===== src/supmon_pkg.sv =====
package supmon_pkg;

	// Register offsets, bipolar monitor A
	localparam logic [7:0] OFS_BIP_A_HIGH_BAND = 8'h00A1;
	localparam logic [7:0] OFS_BIP_A_LOW_LIMIT = 8'h00A2;
	localparam logic [7:0] OFS_BIP_A_LOW_BAND = 8'h00A3;
	localparam logic [7:0] OFS_BIP_A_SELECT = 8'h00A4;
	// Register offsets, bipolar monitor B
	localparam logic [7:0] OFS_BIP_B_HIGH_BAND = 8'h00A9;
	localparam logic [7:0] OFS_BIP_B_LOW_LIMIT = 8'h00AA;
	localparam logic [7:0] OFS_BIP_B_LOW_BAND = 8'h00AB;
	localparam logic [7:0] OFS_BIP_B_SELECT = 8'h00AC;
	// Register offsets, high-voltage monitor
	localparam logic [7:0] OFS_HV_HIGH_LIMIT = 8'h00B0;
	localparam logic [7:0] OFS_HV_HIGH_BAND = 8'h00B1;
	localparam logic [7:0] OFS_HV_LOW_LIMIT = 8'h00B2;
	localparam logic [7:0] OFS_HV_LOW_BAND = 8'h00B3;
	localparam logic [7:0] OFS_HV_SELECT = 8'h00B4;

	// Select register field positions
	localparam int SEL_SIGN_BIT = 7;
	localparam int SEL_DELAY_HI = 6;
	localparam int SEL_DELAY_LO = 4;
	localparam int SEL_SPAN_BIT = 2;
	localparam int SEL_KIND_HI = 1;
	localparam int SEL_KIND_LO = 0;
	localparam int BAND_HI = 4;

	// Power-on values
	localparam logic [7:0] RST_HV_HIGH_LIMIT = 8'h00FF;
	localparam logic [7:0] RST_LOW_LIMIT = 8'h0000;
	localparam logic [4:0] RST_BAND = 5'h00;
	localparam logic [2:0] RST_DELAY = 3'h0;
	localparam logic RST_SIGN = 1'b0;
	localparam logic RST_SPAN = 1'b0;
	localparam logic [1:0] RST_KIND = 2'h0;

	// Timing: clock period in nanoseconds, deglitch delays in microseconds
	localparam int CLK_PERIOD_NS = 4;
	localparam int CYC_PER_US = 1000 / CLK_PERIOD_NS;
	localparam int DLY_US_0 = 0;
	localparam int DLY_US_1 = 5;
	localparam int DLY_US_2 = 10;
	localparam int DLY_US_3 = 20;
	localparam int DLY_US_4 = 30;
	localparam int DLY_US_5 = 50;
	localparam int DLY_US_6 = 75;
	localparam int DLY_US_7 = 100;

	localparam int MON_COUNT = 3;
	localparam int MON_HV = 2;

	typedef enum logic [1:0]
	{
		KIND_HIGH,
		KIND_LOW,
		KIND_WINDOW,
		KIND_BAD
	} supmon_kind_e;

	typedef enum logic [1:0]
	{
		SPAN_1_TO_3,
		SPAN_2_TO_6,
		SPAN_4P8_TO_14P4,
		SPAN_NEG_6_TO_2
	} supmon_span_e;

	// One monitor's programmed setup
	typedef struct packed
	{
		logic [7:0] low_limit_code;
		logic [4:0] high_band_code;
		logic [4:0] low_band_code;
		logic sign_choice;
		logic [2:0] deglitch_delay_choice;
		logic span_choice;
		logic [1:0] fault_kind_choice;
	} supmon_cfg_s;

	// Deglitch delay in cycles for a delay code
	function automatic logic [15:0] supmon_dly_cycles(logic [2:0] code, int cyc_per_us);
		int us;
		unique case (code)
			3'h0: us = DLY_US_0;
			3'h1: us = DLY_US_1;
			3'h2: us = DLY_US_2;
			3'h3: us = DLY_US_3;
			3'h4: us = DLY_US_4;
			3'h5: us = DLY_US_5;
			3'h6: us = DLY_US_6;
			3'h7: us = DLY_US_7;
		endcase
		return 16'(us * cyc_per_us);
	endfunction : supmon_dly_cycles

endpackage : supmon_pkg


===== src/supmon_config_regs.sv =====
`timescale 1ns/1ns
// How it works
// - Bipolar high band: five bits, upper reserved
// - Bipolar low band: five bits, upper reserved
// - Low limit: full byte, read/write, resets zero
// - High-voltage high limit: byte, resets all ones
// - High-voltage bands: five bits each, upper reserved
// - Select bits 6-4 pick deglitch delay
// - Bipolar bit 7 sign; negative ignores span
// - Bipolar select resets to all zeros
// - Window kind: either limit raises the fault
// - Deglitch drops short pulses, delays long ones
// - Negative mode uses fixed -6 to -2 span
module supmon_config_regs
#(
	parameter int CYC_PER_US = supmon_pkg::CYC_PER_US
)
(
	input wire logic clk_sys,
	input wire logic arst_n,
	input wire logic [7:0] reg_addr,
	input wire logic [7:0] reg_wdata,
	input wire logic reg_wr,
	input wire logic reg_rd,
	output logic [7:0] reg_rdata_q,
	output logic reg_ack_q,
	input wire logic [2:0] over_raw,
	input wire logic [2:0] under_raw,
	output supmon_pkg::supmon_cfg_s cfg_q [supmon_pkg::MON_COUNT],
	output logic [7:0] hv_high_limit_q,
	output supmon_pkg::supmon_span_e span_q [supmon_pkg::MON_COUNT],
	output logic [2:0] fault_q
);

	supmon_pkg::supmon_cfg_s cfg_d [supmon_pkg::MON_COUNT];
	supmon_pkg::supmon_span_e span_d [supmon_pkg::MON_COUNT];
	logic [7:0] hv_high_limit_d;
	logic [7:0] reg_rdata_d;
	logic hv_written_q;
	logic hv_written_d;
	logic [2:0] pick;
	logic [15:0] hold [supmon_pkg::MON_COUNT];

	// Address of one register of one monitor
	function automatic logic [7:0] mon_addr(int mon, int reg_no);
		logic [7:0] a;
		a = 8'h0000;
		unique case (mon)
			0: a = (reg_no == 1) ? supmon_pkg::OFS_BIP_A_HIGH_BAND : (reg_no == 2) ? supmon_pkg::OFS_BIP_A_LOW_LIMIT :
				(reg_no == 3) ? supmon_pkg::OFS_BIP_A_LOW_BAND : supmon_pkg::OFS_BIP_A_SELECT;
			1: a = (reg_no == 1) ? supmon_pkg::OFS_BIP_B_HIGH_BAND : (reg_no == 2) ? supmon_pkg::OFS_BIP_B_LOW_LIMIT :
				(reg_no == 3) ? supmon_pkg::OFS_BIP_B_LOW_BAND : supmon_pkg::OFS_BIP_B_SELECT;
			default: a = (reg_no == 1) ? supmon_pkg::OFS_HV_HIGH_BAND : (reg_no == 2) ? supmon_pkg::OFS_HV_LOW_LIMIT :
				(reg_no == 3) ? supmon_pkg::OFS_HV_LOW_BAND : supmon_pkg::OFS_HV_SELECT;
		endcase
		return a;
	endfunction : mon_addr

	// Select byte as software reads it; reserved bits read zero
	function automatic logic [7:0] sel_byte(supmon_pkg::supmon_cfg_s c);
		logic [7:0] b;
		b = 8'h0000;
		b[supmon_pkg::SEL_SIGN_BIT] = c.sign_choice;
		b[supmon_pkg::SEL_DELAY_HI:supmon_pkg::SEL_DELAY_LO] = c.deglitch_delay_choice;
		b[supmon_pkg::SEL_SPAN_BIT] = c.span_choice;
		b[supmon_pkg::SEL_KIND_HI:supmon_pkg::SEL_KIND_LO] = c.fault_kind_choice;
		return b;
	endfunction : sel_byte

	// Register writes; only defined bits are stored
	always_comb
	begin
		hv_high_limit_d = hv_high_limit_q;
		hv_written_d = hv_written_q;
		if (reg_wr && reg_addr == supmon_pkg::OFS_HV_HIGH_LIMIT)
		begin
			hv_high_limit_d = reg_wdata;
			hv_written_d = 1'b1;
		end
		for (int m = 0; m < supmon_pkg::MON_COUNT; m++)
		begin
			cfg_d[m] = cfg_q[m];
			if (reg_wr && reg_addr == mon_addr(m, 1))
				cfg_d[m].high_band_code = reg_wdata[supmon_pkg::BAND_HI:0];
			if (reg_wr && reg_addr == mon_addr(m, 2))
				cfg_d[m].low_limit_code = reg_wdata;
			if (reg_wr && reg_addr == mon_addr(m, 3))
				cfg_d[m].low_band_code = reg_wdata[supmon_pkg::BAND_HI:0];
			if (reg_wr && reg_addr == mon_addr(m, 4))
			begin
				// Bit 7 and bit 3 are reserved on the high-voltage monitor
				cfg_d[m].sign_choice = (m == supmon_pkg::MON_HV) ? 1'b0 : reg_wdata[supmon_pkg::SEL_SIGN_BIT];
				cfg_d[m].deglitch_delay_choice = reg_wdata[supmon_pkg::SEL_DELAY_HI:supmon_pkg::SEL_DELAY_LO];
				cfg_d[m].span_choice = reg_wdata[supmon_pkg::SEL_SPAN_BIT];
				cfg_d[m].fault_kind_choice = reg_wdata[supmon_pkg::SEL_KIND_HI:supmon_pkg::SEL_KIND_LO];
			end
		end
	end

	// Span decode; sign wins over span bit on bipolar monitors
	always_comb
	begin
		for (int m = 0; m < supmon_pkg::MON_COUNT; m++)
		begin
			if (m == supmon_pkg::MON_HV)
				span_d[m] = cfg_d[m].span_choice ? supmon_pkg::SPAN_4P8_TO_14P4 : supmon_pkg::SPAN_2_TO_6;
			else if (cfg_d[m].sign_choice)
				span_d[m] = supmon_pkg::SPAN_NEG_6_TO_2;
			else
				span_d[m] = cfg_d[m].span_choice ? supmon_pkg::SPAN_2_TO_6 : supmon_pkg::SPAN_1_TO_3;
		end
	end

	// Read mux; unmapped addresses read zero
	always_comb
	begin
		reg_rdata_d = 8'h0000;
		if (reg_addr == supmon_pkg::OFS_HV_HIGH_LIMIT)
			reg_rdata_d = hv_high_limit_q;
		for (int m = 0; m < supmon_pkg::MON_COUNT; m++)
		begin
			if (reg_addr == mon_addr(m, 1))
				reg_rdata_d = {3'h0, cfg_q[m].high_band_code};
			if (reg_addr == mon_addr(m, 2))
				reg_rdata_d = cfg_q[m].low_limit_code;
			if (reg_addr == mon_addr(m, 3))
				reg_rdata_d = {3'h0, cfg_q[m].low_band_code};
			if (reg_addr == mon_addr(m, 4))
				reg_rdata_d = sel_byte(cfg_q[m]);
		end
	end

	// All setup registers; power-on values are constants
	always_ff @(posedge clk_sys or negedge arst_n)
	begin
		if (!arst_n)
		begin
			for (int m = 0; m < supmon_pkg::MON_COUNT; m++)
			begin
				cfg_q[m].low_limit_code <= supmon_pkg::RST_LOW_LIMIT;
				cfg_q[m].high_band_code <= supmon_pkg::RST_BAND;
				cfg_q[m].low_band_code <= supmon_pkg::RST_BAND;
				cfg_q[m].sign_choice <= supmon_pkg::RST_SIGN;
				cfg_q[m].deglitch_delay_choice <= supmon_pkg::RST_DELAY;
				cfg_q[m].span_choice <= supmon_pkg::RST_SPAN;
				cfg_q[m].fault_kind_choice <= supmon_pkg::RST_KIND;
				span_q[m] <= (m == supmon_pkg::MON_HV) ? supmon_pkg::SPAN_2_TO_6 : supmon_pkg::SPAN_1_TO_3;
			end
			hv_high_limit_q <= supmon_pkg::RST_HV_HIGH_LIMIT;
			hv_written_q <= 1'b0;
			reg_rdata_q <= 8'h0000;
			reg_ack_q <= 1'b0;
		end
		else
		begin
			for (int m = 0; m < supmon_pkg::MON_COUNT; m++)
			begin
				cfg_q[m] <= cfg_d[m];
				span_q[m] <= span_d[m];
			end
			hv_high_limit_q <= hv_high_limit_d;
			hv_written_q <= hv_written_d;
			reg_rdata_q <= reg_rd ? reg_rdata_d : reg_rdata_q;
			reg_ack_q <= reg_rd;
		end
	end

	// Fault path per monitor: kind pick, then deglitch
	for (genvar g = 0; g < supmon_pkg::MON_COUNT; g++)
	begin : g_mon
		assign hold[g] = supmon_pkg::supmon_dly_cycles(cfg_q[g].deglitch_delay_choice, CYC_PER_US);

		supmon_fault_pick u_pick
		(
			.clk_sys(clk_sys),
			.arst_n(arst_n),
			.over_raw(over_raw[g]),
			.under_raw(under_raw[g]),
			.fault_kind_choice(cfg_q[g].fault_kind_choice),
			.pick_q(pick[g])
		);

		supmon_deglitch u_deglitch
		(
			.clk_sys(clk_sys),
			.arst_n(arst_n),
			.level_in(pick[g]),
			.hold_cycles(hold[g]),
			.level_q(fault_q[g])
		);
	end

	band_reserved_a: assert property (@(posedge clk_sys) disable iff (!arst_n)
		reg_rd && (reg_addr == supmon_pkg::OFS_BIP_A_HIGH_BAND || reg_addr == supmon_pkg::OFS_BIP_B_LOW_BAND)
		|=> reg_ack_q && (reg_rdata_q[7:5] == 3'h0))
		else $error("band reserved bits read nonzero");

	hv_band_write_a: assert property (@(posedge clk_sys) disable iff (!arst_n)
		reg_wr && reg_addr == supmon_pkg::OFS_HV_LOW_BAND
		|=> cfg_q[supmon_pkg::MON_HV].low_band_code == $past(reg_wdata[4:0]))
		else $error("high-voltage low band not stored");

	low_limit_write_a: assert property (@(posedge clk_sys) disable iff (!arst_n)
		reg_wr && reg_addr == supmon_pkg::OFS_BIP_B_LOW_LIMIT ##1 !reg_wr
		##1 reg_rd && reg_addr == supmon_pkg::OFS_BIP_B_LOW_LIMIT |=> reg_rdata_q == $past(reg_wdata, 3))
		else $error("low limit readback mismatch");

	hv_limit_reset_a: assert property (@(posedge clk_sys) disable iff (!arst_n)
		!hv_written_q |-> hv_high_limit_q == 8'h00FF)
		else $error("high-voltage limit lost power-on value");

	neg_span_a: assert property (@(posedge clk_sys) disable iff (!arst_n)
		reg_wr && reg_addr == supmon_pkg::OFS_BIP_A_SELECT && reg_wdata[7]
		|=> span_q[0] == supmon_pkg::SPAN_NEG_6_TO_2)
		else $error("negative mode span wrong");

	pos_span_a: assert property (@(posedge clk_sys) disable iff (!arst_n)
		!cfg_q[1].sign_choice |-> span_q[1] == (cfg_q[1].span_choice ? supmon_pkg::SPAN_2_TO_6 : supmon_pkg::SPAN_1_TO_3))
		else $error("bipolar span decode wrong");

	hv_sign_a: assert property (@(posedge clk_sys) disable iff (!arst_n)
		reg_wr && reg_addr == supmon_pkg::OFS_HV_SELECT |=> !cfg_q[supmon_pkg::MON_HV].sign_choice)
		else $error("high-voltage sign bit stored");

	delay_hold_a: assert property (@(posedge clk_sys) disable iff (!arst_n)
		cfg_q[0].deglitch_delay_choice == 3'h6 |-> hold[0] == 16'(supmon_pkg::DLY_US_6 * CYC_PER_US))
		else $error("deglitch hold count wrong");

	// Stored fields follow the written byte; reads show the old value
	bip_high_band_a: assert property (@(posedge clk_sys) disable iff (!arst_n)
		reg_wr && reg_addr == supmon_pkg::OFS_BIP_A_HIGH_BAND
		|=> cfg_q[0].high_band_code == $past(reg_wdata[4:0]))
		else $error("bipolar high band not stored");

	bip_b_band_a: assert property (@(posedge clk_sys) disable iff (!arst_n)
		reg_wr && reg_addr == supmon_pkg::OFS_BIP_B_HIGH_BAND
		|=> cfg_q[1].high_band_code == $past(reg_wdata[4:0]))
		else $error("second bipolar high band not stored");

	bip_low_band_a: assert property (@(posedge clk_sys) disable iff (!arst_n)
		reg_wr && reg_addr == supmon_pkg::OFS_BIP_A_LOW_BAND
		|=> cfg_q[0].low_band_code == $past(reg_wdata[4:0]))
		else $error("bipolar low band not stored");

	low_band_read_a: assert property (@(posedge clk_sys) disable iff (!arst_n)
		reg_rd && (reg_addr == supmon_pkg::OFS_BIP_A_LOW_BAND || reg_addr == supmon_pkg::OFS_BIP_B_LOW_BAND)
		|=> reg_rdata_q[7:5] == 3'h0)
		else $error("low band reserved bits read nonzero");

	low_limit_store_a: assert property (@(posedge clk_sys) disable iff (!arst_n)
		reg_wr && reg_addr == supmon_pkg::OFS_BIP_A_LOW_LIMIT
		|=> cfg_q[0].low_limit_code == $past(reg_wdata))
		else $error("bipolar low limit not stored");

	hv_limit_write_a: assert property (@(posedge clk_sys) disable iff (!arst_n)
		reg_wr && reg_addr == supmon_pkg::OFS_HV_HIGH_LIMIT
		|=> hv_high_limit_q == $past(reg_wdata))
		else $error("high-voltage limit not stored");

	hv_band_read_a: assert property (@(posedge clk_sys) disable iff (!arst_n)
		reg_rd && reg_addr == supmon_pkg::OFS_HV_HIGH_BAND
		|=> reg_rdata_q == {3'h0, $past(cfg_q[supmon_pkg::MON_HV].high_band_code)})
		else $error("high-voltage high band read wrong");

	delay_store_a: assert property (@(posedge clk_sys) disable iff (!arst_n)
		reg_wr && reg_addr == supmon_pkg::OFS_BIP_B_SELECT
		|=> cfg_q[1].deglitch_delay_choice == $past(reg_wdata[6:4]))
		else $error("deglitch delay not stored");

	hv_hold_long_a: assert property (@(posedge clk_sys) disable iff (!arst_n)
		cfg_q[supmon_pkg::MON_HV].deglitch_delay_choice == 3'h7
		|-> hold[supmon_pkg::MON_HV] == 16'(supmon_pkg::DLY_US_7 * CYC_PER_US))
		else $error("high-voltage hold count wrong");

	sign_store_a: assert property (@(posedge clk_sys) disable iff (!arst_n)
		reg_wr && reg_addr == supmon_pkg::OFS_BIP_B_SELECT
		|=> cfg_q[1].sign_choice == $past(reg_wdata[7]))
		else $error("bipolar sign not stored");

	neg_keeps_span_a: assert property (@(posedge clk_sys) disable iff (!arst_n)
		cfg_q[0].sign_choice
		|-> span_q[0] == supmon_pkg::SPAN_NEG_6_TO_2)
		else $error("negative mode did not ignore span bit");

	sel_reset_a: assert property (@(posedge clk_sys) disable iff (!arst_n)
		$rose(arst_n)
		|-> sel_byte(cfg_q[0]) == 8'h00 && sel_byte(cfg_q[1]) == 8'h00)
		else $error("bipolar select not zero after reset");

	kind_store_a: assert property (@(posedge clk_sys) disable iff (!arst_n)
		reg_wr && reg_addr == supmon_pkg::OFS_HV_SELECT
		|=> cfg_q[supmon_pkg::MON_HV].fault_kind_choice == $past(reg_wdata[1:0]))
		else $error("high-voltage fault kind not stored");

	under_kind_a: assert property (@(posedge clk_sys) disable iff (!arst_n)
		cfg_q[1].fault_kind_choice == 2'h1
		|=> pick[1] == $past(under_raw[1]))
		else $error("under-limit kind picked wrong result");

	hv_span_a: assert property (@(posedge clk_sys) disable iff (!arst_n)
		cfg_q[supmon_pkg::MON_HV].span_choice
		|-> span_q[supmon_pkg::MON_HV] == supmon_pkg::SPAN_4P8_TO_14P4)
		else $error("high-voltage upper span wrong");

	no_hold_pass_a: assert property (@(posedge clk_sys) disable iff (!arst_n)
		cfg_q[supmon_pkg::MON_HV].deglitch_delay_choice == 3'h0 && pick[supmon_pkg::MON_HV] != fault_q[supmon_pkg::MON_HV]
		|=> fault_q[supmon_pkg::MON_HV] == $past(pick[supmon_pkg::MON_HV]))
		else $error("zero delay fault did not follow");

endmodule : supmon_config_regs


===== src/supmon_deglitch.sv =====
`timescale 1ns/1ns
// Passes a level only once it has held for the programmed cycles
module supmon_deglitch
(
	input wire logic clk_sys,
	input wire logic arst_n,
	input wire logic level_in,
	input wire logic [15:0] hold_cycles,
	output logic level_q
);

	logic level_d;
	logic [15:0] cnt_q;
	logic [15:0] cnt_d;

	// A change shorter than the hold is dropped and the count restarts
	always_comb
	begin
		level_d = level_q;
		cnt_d = 16'h0000;
		if (level_in != level_q)
		begin
			if (cnt_q + 16'h0001 >= hold_cycles)
				level_d = level_in;
			else
				cnt_d = cnt_q + 16'h0001;
		end
	end

	always_ff @(posedge clk_sys or negedge arst_n)
	begin
		if (!arst_n)
		begin
			level_q <= 1'b0;
			cnt_q <= 16'h0000;
		end
		else
		begin
			level_q <= level_d;
			cnt_q <= cnt_d;
		end
	end

	// Output moves only after the full hold has elapsed
	hold_before_move_a: assert property (@(posedge clk_sys) disable iff (!arst_n)
		(level_q != $past(level_q)) |-> ($past(cnt_q) + 16'h0001 >= $past(hold_cycles)))
		else $error("deglitch output moved early");

	// With no hold to wait for, a new level appears on the next edge
	hold_then_pass_a: assert property (@(posedge clk_sys) disable iff (!arst_n)
		(hold_cycles <= 16'h0001) && (level_in != level_q)
		|=> (level_q == $past(level_in)))
		else $error("deglitch output did not follow");

endmodule : supmon_deglitch


===== src/supmon_fault_pick.sv =====
`timescale 1ns/1ns
// Chooses which comparator result forms the fault
module supmon_fault_pick
(
	input wire logic clk_sys,
	input wire logic arst_n,
	input wire logic over_raw,
	input wire logic under_raw,
	input wire logic [1:0] fault_kind_choice,
	output logic pick_q
);

	logic pick_d;

	// Kind 11 is illegal; it raises nothing rather than guess
	always_comb
	begin
		unique case (supmon_pkg::supmon_kind_e'(fault_kind_choice))
			supmon_pkg::KIND_HIGH: pick_d = over_raw;
			supmon_pkg::KIND_LOW: pick_d = under_raw;
			supmon_pkg::KIND_WINDOW: pick_d = over_raw | under_raw;
			supmon_pkg::KIND_BAD: pick_d = 1'b0;
		endcase
	end

	always_ff @(posedge clk_sys or negedge arst_n)
	begin
		if (!arst_n)
			pick_q <= 1'b0;
		else
			pick_q <= pick_d;
	end

	window_or_a: assert property (@(posedge clk_sys) disable iff (!arst_n)
		(fault_kind_choice == 2'h2) && (over_raw || under_raw) |=> pick_q)
		else $error("window fault missed");

endmodule : supmon_fault_pick


===== config.mk =====
export PLATFORM = sky130hd
export DESIGN_NAME = supmon_config_regs
export DESIGN_NICKNAME = d
export VERILOG_FILES = /design/src/supmon_pkg.sv /design/src/supmon_config_regs.sv /design/src/supmon_deglitch.sv /design/src/supmon_fault_pick.sv
export SDC_FILE = /design/constraint.sdc
export NUM_CORES = 1
export LEC_CHECK = 0
export BUFFER_PORTS_ARGS = -buffer_cell sky130_fd_sc_hd__buf_2
export CORE_UTILIZATION = 65
export CTS_BUF_LIST = sky130_fd_sc_hd__clkbuf_2 sky130_fd_sc_hd__clkbuf_4 sky130_fd_sc_hd__clkbuf_8
export CTS_CLUSTER_SIZE = 16
export DETAILED_ROUTE_END_ITERATION = 8
export PLACE_DENSITY = 0.9
export RECOVER_POWER = 25
export SYNTH_ARGS = -nofsm -noshare
export SYNTH_HDL_FRONTEND = slang
export SYNTH_SLANG_ARGS = --single-unit
export TNS_END_PERCENT = 10

===== constraint.sdc =====
create_clock -name clk_sys -period 10 [get_ports clk_sys]
set_input_delay 2 -clock clk_sys [delete_from_list [all_inputs] [get_ports clk_sys]]
set_output_delay 2 -clock clk_sys [all_outputs]
set_load 0.005 [all_outputs]

**Word-level counts from Yosys, hierarchy flattened**

Memories as Yosys holds them, arrays and structs flattened.
Cells that the tools add are included.

- Register bits: 151
- Memory bits (read-only): 168
- Output and inout port bits: 101
- Memories kept: 3

Memory list:

| memory | words | bits a word | read ports | clocked after Yosys merged registers in | wr ports | RTL line | source |
|---|---|---|---|---|---|---|---|
| (no name shown) | 8 | 7 | 1 | 0 | 0 | supmon_pkg.sv:84 | `unique case (code)` |
| (no name shown) | 8 | 7 | 1 | 0 | 0 | supmon_pkg.sv:84 |  |
| (no name shown) | 8 | 7 | 1 | 0 | 0 | supmon_pkg.sv:84 |  |

- Add/sub/neg operators: 3
- $mul: 3
- Order comparisons: 3
- Equal/unequal tests: 25
- Muxes and demuxes: 30
- Bitwise logic cells: 3
- Reductions and logical operators: 19

Operators by type and width:

| kind | number |
|---|---|
| $eq 8x8->1 const B | 13 |
| $mux 8 | 13 |
| $mul 32x8->15 const B | 3 |
| $mux 16 | 6 |
| $add 16x1->16 const B | 3 |
| $ge 16x16->1 | 3 |
| $mux 7 | 2 |
| $logic_and 1x1->1 | 13 |
| $eq 2x2->1 const B | 6 |
| $pmux 1 s4 | 3 |
| $eq 2x1->1 const B | 3 |
| $logic_not 2->1 | 3 |
| $mux 2 | 3 |
| $reduce_and 2->1 | 3 |
| $mux 3 | 1 |
| $ne 1x1->1 | 3 |
| $or 1x1->1 | 3 |
| $mux 1 | 2 |

**Depth between registers and ports, before layout**

- Depth in word-level cells: 14
- Mapped depth: 28
- Depth with buffers taken out: 26

**Hierarchy**

A second synthesis with hierarchy kept.

- Cell total of the unflattened synthesis: 1271
- Area total of the unflattened synthesis: 12603.3 um^2

Modules (own cells, without submodules):

| module | times used | cells each | area each (um^2) |
|---|---|---|---|
| supmon_config_regs | 1 | 866 | 8577.0 |
| supmon_deglitch (g_mon[2].u_deglitch) | 1 | 131 | 1327.5 |
| supmon_deglitch (g_mon[0].u_deglitch) | 1 | 132 | 1290.0 |
| supmon_deglitch (g_mon[1].u_deglitch) | 1 | 130 | 1270.0 |
| supmon_fault_pick | 3 | 4 | 46.3 |

**Worst setup path before layout**

No wires, ideal clock.

- Path kind: register to register
- Start: register cfg_q[4] in the netlist's numbering
- End: register g_mon[2].u_deglitch.cnt_q[2]
- Setup time: 0.126 ns
- Arrival: 5.514 ns
- Required time: 9.874 ns
- Path slack: 4.360 ns
- Stages on the path, launching flop included: 26
- Buffers on the path: 1
- Cells stage by stage: dfrtp_1 ha_1 inv_1 o21ai_0 inv_1 fa_1 fa_1 inv_1 fa_1 inv_1 fa_1 inv_1 ha_1 a21oi_1 o211ai_1 a31o_2 a21oi_1 xnor2_1 ha_1 nand4_1 nor3b_1 o211ai_1 o211ai_1 nand2b_1 buf_4 nor2_1

- Word-level cells in the longest chain between the ends: 5

RTL lines:

| element | RTL line | source |
|---|---|---|
| start, declared | supmon_config_regs.sv:29 | `output supmon_pkg::supmon_cfg_s cfg_q [supmon_pkg::MON_COUNT],` |
| start signal, assigned by index | supmon_config_regs.sv:158 | `cfg_q[m] <= cfg_d[m];` |
| $mem_v2 8x7 | n/a |  |
| $mul 32x8->15 | supmon_pkg.sv:94 | `return 16'(us * cyc_per_us);` |
| $ge 16x16->1 | supmon_deglitch.sv:23 | `if (cnt_q + 16'h0001 >= hold_cycles)` |
| $mux 16 | supmon_deglitch.sv:23 |  |
| $mux 16 | supmon_deglitch.sv:21 | `if (level_in != level_q)` |
| net g_mon[2].u_deglitch.cnt_d[2] | supmon_deglitch.sv:14 | `logic [15:0] cnt_d;` |
| end signal, assigned | supmon_deglitch.sv:40 | `cnt_q <= cnt_d;` |
| end, declared | supmon_deglitch.sv:13 | `logic [15:0] cnt_q;` |

The timed path passes the listed nets, and every way through them passes these cells.
A chain may end at the register's enable or synchronous reset.

**Final worst setup path**

- Start: register cfg_q[3] in the netlist's numbering
- End: register g_mon[2].u_deglitch.cnt_q[15]

The elaborated chain is that of the path after synthesis.

==> reports/metrics.yaml <==
placed_design:
  hpwl_um: 22300
  preCtsSetupSlack_ns: 3.50
  port_buffers: 125
  gp_congestion: 0.892
  place_area_um2: 13000
die:
  initial_utilization: 0.674
  die_area_um2: 19400
  die_w_um: 139
  fp-row-count: 49
  dieHeight_um: 139
  num_io_pins: 127
  fp.coreArea_um2: 18200
worst_setup_path:
  cp-end-kind: "register"
  critical_path_class: "register to register"
  crit_fanout: 16
  start_kind: "register"
  cp.required_ns: 10.35
  arrival_ns: 6.85
drt:
  postRouteAntennaNets: 0
  routed_wl_um: 29500
  post_drt_via_cell_ratio: 6.18
  drtPass1Iterations: 5
  drtIter0Drc: 721
  num_vias: 9833
  wl_per_cell_um: 18.6
  drc_errors: 0
run_status:
  violations: "max-capacitance violations, max-slew violations"
  status: "finished, violations left"
clocking:
  cts_made_buffers: 17
  h-tree-depth: 4
  clkSlewWorstSetupHoldPaths_ns: 0.09
  clock_path_buffers: 2
  cts_tree: "done"
  clk_latency_ns: 0.47
  postCtsHoldBufs: 0
  clkSinkCount: 148
  cts_setup_buffers: 0
  cts_root_buf: "clkbuf_8"
  cts_resized: 0
yosys:
  ys.flop_type: "dfrtp_1"
  syn_area_um2: 12300
  synth_area_per_cell_um2: 9.87
  ys_seq_elements: 148
  syn_inst: 1243
  synth-edff-count: 0
  ys_warn_count: 0
  synth-async-reset-ratio: 1.00
  yosysSeqAreaShare: 0.303
  syn_nets: 1470
  ys_types: 85
grt:
  grt.overflow.total: 0
  grt_start_max_net_pins: 90
  antenna_found_initial: 0
  grt_usage: 0.316
  grt_pass1_vias: 9864
  grt_pass1_wl_um: 48500
sta:
  finClkSkew_ns: 0.0193
  setup_viol: 0
  hold_slack_ns: 0.525
  fmaxAchievable_mhz: 154
  worstMarginPinSlew_ns: 4.65
  postLayoutSetupSlackWorst_ns: 3.50
  slew-limit-headroom: -2.10
  post-route-min-period_ns: 6.50
  finalMaxSlewViolations: 90
  finalHoldViolCount: 0
  rsz0062_at_grt: "no"
  min_period_over_period: 0.650
  tns_ns: 0
cells_and_area:
  fin_nets: 1575
  areaGrowthSynthToFinish_pct: 8.87
  multi_input_area_um2: 7860
  fin_util: 0.734
  diodes: 0
  fillers: 1190
  regArea_um2: 3710
  drive_gt1_frac: 0.212
  design_area_um2: 13400
worst_hold_path:
  min_path_type: "register to register"
flow_run:
  maxCapViolCount: 1
power:
  leakage_uw: 0.00729
  p_per_area_nw_per_um2: 124
  ir_drop_mv: 0.102
## where the power goes
part | switching, uW | leakage (uW) | total, uW | internal [uW]
clock | 252 | 0.000205 | 499 | 247
sequential | 46.8 | 0.00199 | 683 | 636
combinational | 289 | 0.00510 | 472 | 184
total | 587 | 0.00729 | 1650 | 1070
## area by class of cell
cell class | count | share of cell area
Clock buffer | 21 | 0.0207
Clock inverter | 11 | 0.0105
Inverter | 122 | 0.0343
Multi-Input combinational cell | 933 | 0.588
Sequential cell | 148 | 0.278
Tap cell | 229 | 0.0214
Timing Repair Buffer | 126 | 0.0467
## per-stage QoR
stage	instances	total power (uW)
3_3_place_gp	1558	1130
2_1_floorplan	1243	1020
6_report	1590	1650
4_1_cts	1590	1650
5_1_grt	1590	1740
3_5_place_dp	1558	1150
## state kept, by name, indices dropped and copies added, names as in the netlist
register,flops
reg_ack_q,1
cfg_q,74
span_q,3
hv_high_limit_q,8
g_mon.u_deglitch.cnt_q,48
g_mon.u_pick.pick_q,3
reg_rdata_q,8
g_mon.u_deglitch.level_q,3
## layer usage
layer	track usage	routed length, um	vias to the layer above
met5	0	0	-
met4	0.158	1120	0
li1	-	-	4544
met1	0.397	12200	4765
met2	0.520	14100	424
met3	0.0654	2090	100
## path summary, 6_finish.rpt
kind / from / endpoint / slack, ns / depth (start not counted)
setup / recovery: cfg_q[3] / g_mon[2].u_deglitch.cnt_q[15] / 3.50 / 24
hold / removal: reg_rdata_q[2] / reg_rdata_q[2] / 0.53 / 2
setup reg to reg: cfg_q[3] / g_mon[2].u_deglitch.cnt_q[15] / 3.50 / 24
hold reg to reg: reg_rdata_q[2] / reg_rdata_q[2] / 0.53 / 2
max in group asynchronous: arst_n / g_mon[2].u_deglitch.level_q / 4.19 / 1
min in group asynchronous: arst_n / g_mon[0].u_deglitch.level_q / 3.20 / 1
## synthesized netlist by cell type (6+ instances only)
cell type	n	area share
ha_1	165	0.17
dfrtp_1	139	0.28
inv_1	122	0.037
mux2_2	86	0.079
nand2_1	77	0.024
xnor2_1	62	0.044
nor2_1	60	0.018
a21oi_1	54	0.022
o21ai_0	45	0.018
fa_1	36	0.059
nor2b_1	36	0.018
a21o_1	35	0.021
nand3_1	35	0.014
and3_1	24	0.012
nor3_1	20	0.0082
xor2_1	19	0.014
buf_2	14	0.0057
o211ai_1	13	0.0080
nand4_1	12	0.0061
buf_4	11	0.0067
nor4_1	10	0.0051
and2_1	9	0.0046
clkbuf_1	9	0.0028
dfstp_2	9	0.019
a31oi_1	7	0.0036
nand2b_1	7	0.0036
nor3b_1	7	0.0043
nand2_2	6	0.0031
o21a_1	6	0.0037
## worst max-delay path, stage by stage (launching register included)
cell and delay (ns):
dfrtp_1 0.59, ha_1 0.21, inv_1 0.03, o21ai_0 0.32
inv_1 0.13, fa_1 0.51, fa_1 0.52, inv_1 0.06
fa_1 0.53, inv_1 0.05, fa_1 0.53, inv_1 0.04
ha_1 0.31, a21oi_1 0.26, o211ai_1 0.15, a31o_2 0.24
a21oi_1 0.18, xnor2_1 0.10, ha_1 0.30, nand4_1 0.11
nor3b_1 0.24, o211ai_1 0.12, o211ai_1 0.14, nand2b_1 0.46
and2b_1 0.24
## cell usage in the layout, fill, tap and decap left out, types with 5 or more instances in the layout
master and instances:
a21o_1 35, a21oi_1 54, a221oi_1 5, a22oi_1 5, a31oi_1 7, and2_1 9
and3_1 24, buf_2 118, clkbuf_1 7, clkbuf_8 19, dfrtp_1 139, dfstp_2 9
fa_1 36, ha_1 165, inv_1 122, mux2_2 86, nand2_1 77, nand2_2 6
nand2b_1 7, nand3_1 35, nand4_1 12, nor2_1 60, nor2_2 5, nor2b_1 36
nor3_1 20, nor3b_1 7, nor4_1 10, o211ai_1 13, o21a_1 6, o21ai_0 45
xnor2_1 62, xor2_1 19
## kinds of logic after synthesis
kind of cell	after synthesis	synth area share
DFF	148	0.303
and+or+nand+nor	344	0.156
buffers and inverters	162	0.0568
xor gates and xnor gates	81	0.0578
muxes	91	0.0832
adders and majority gates	201	0.227
other	1	0.000306
AOI/OAI and AO/OA	215	0.116
Note: power is estimated with default switching activity, not from simulation.
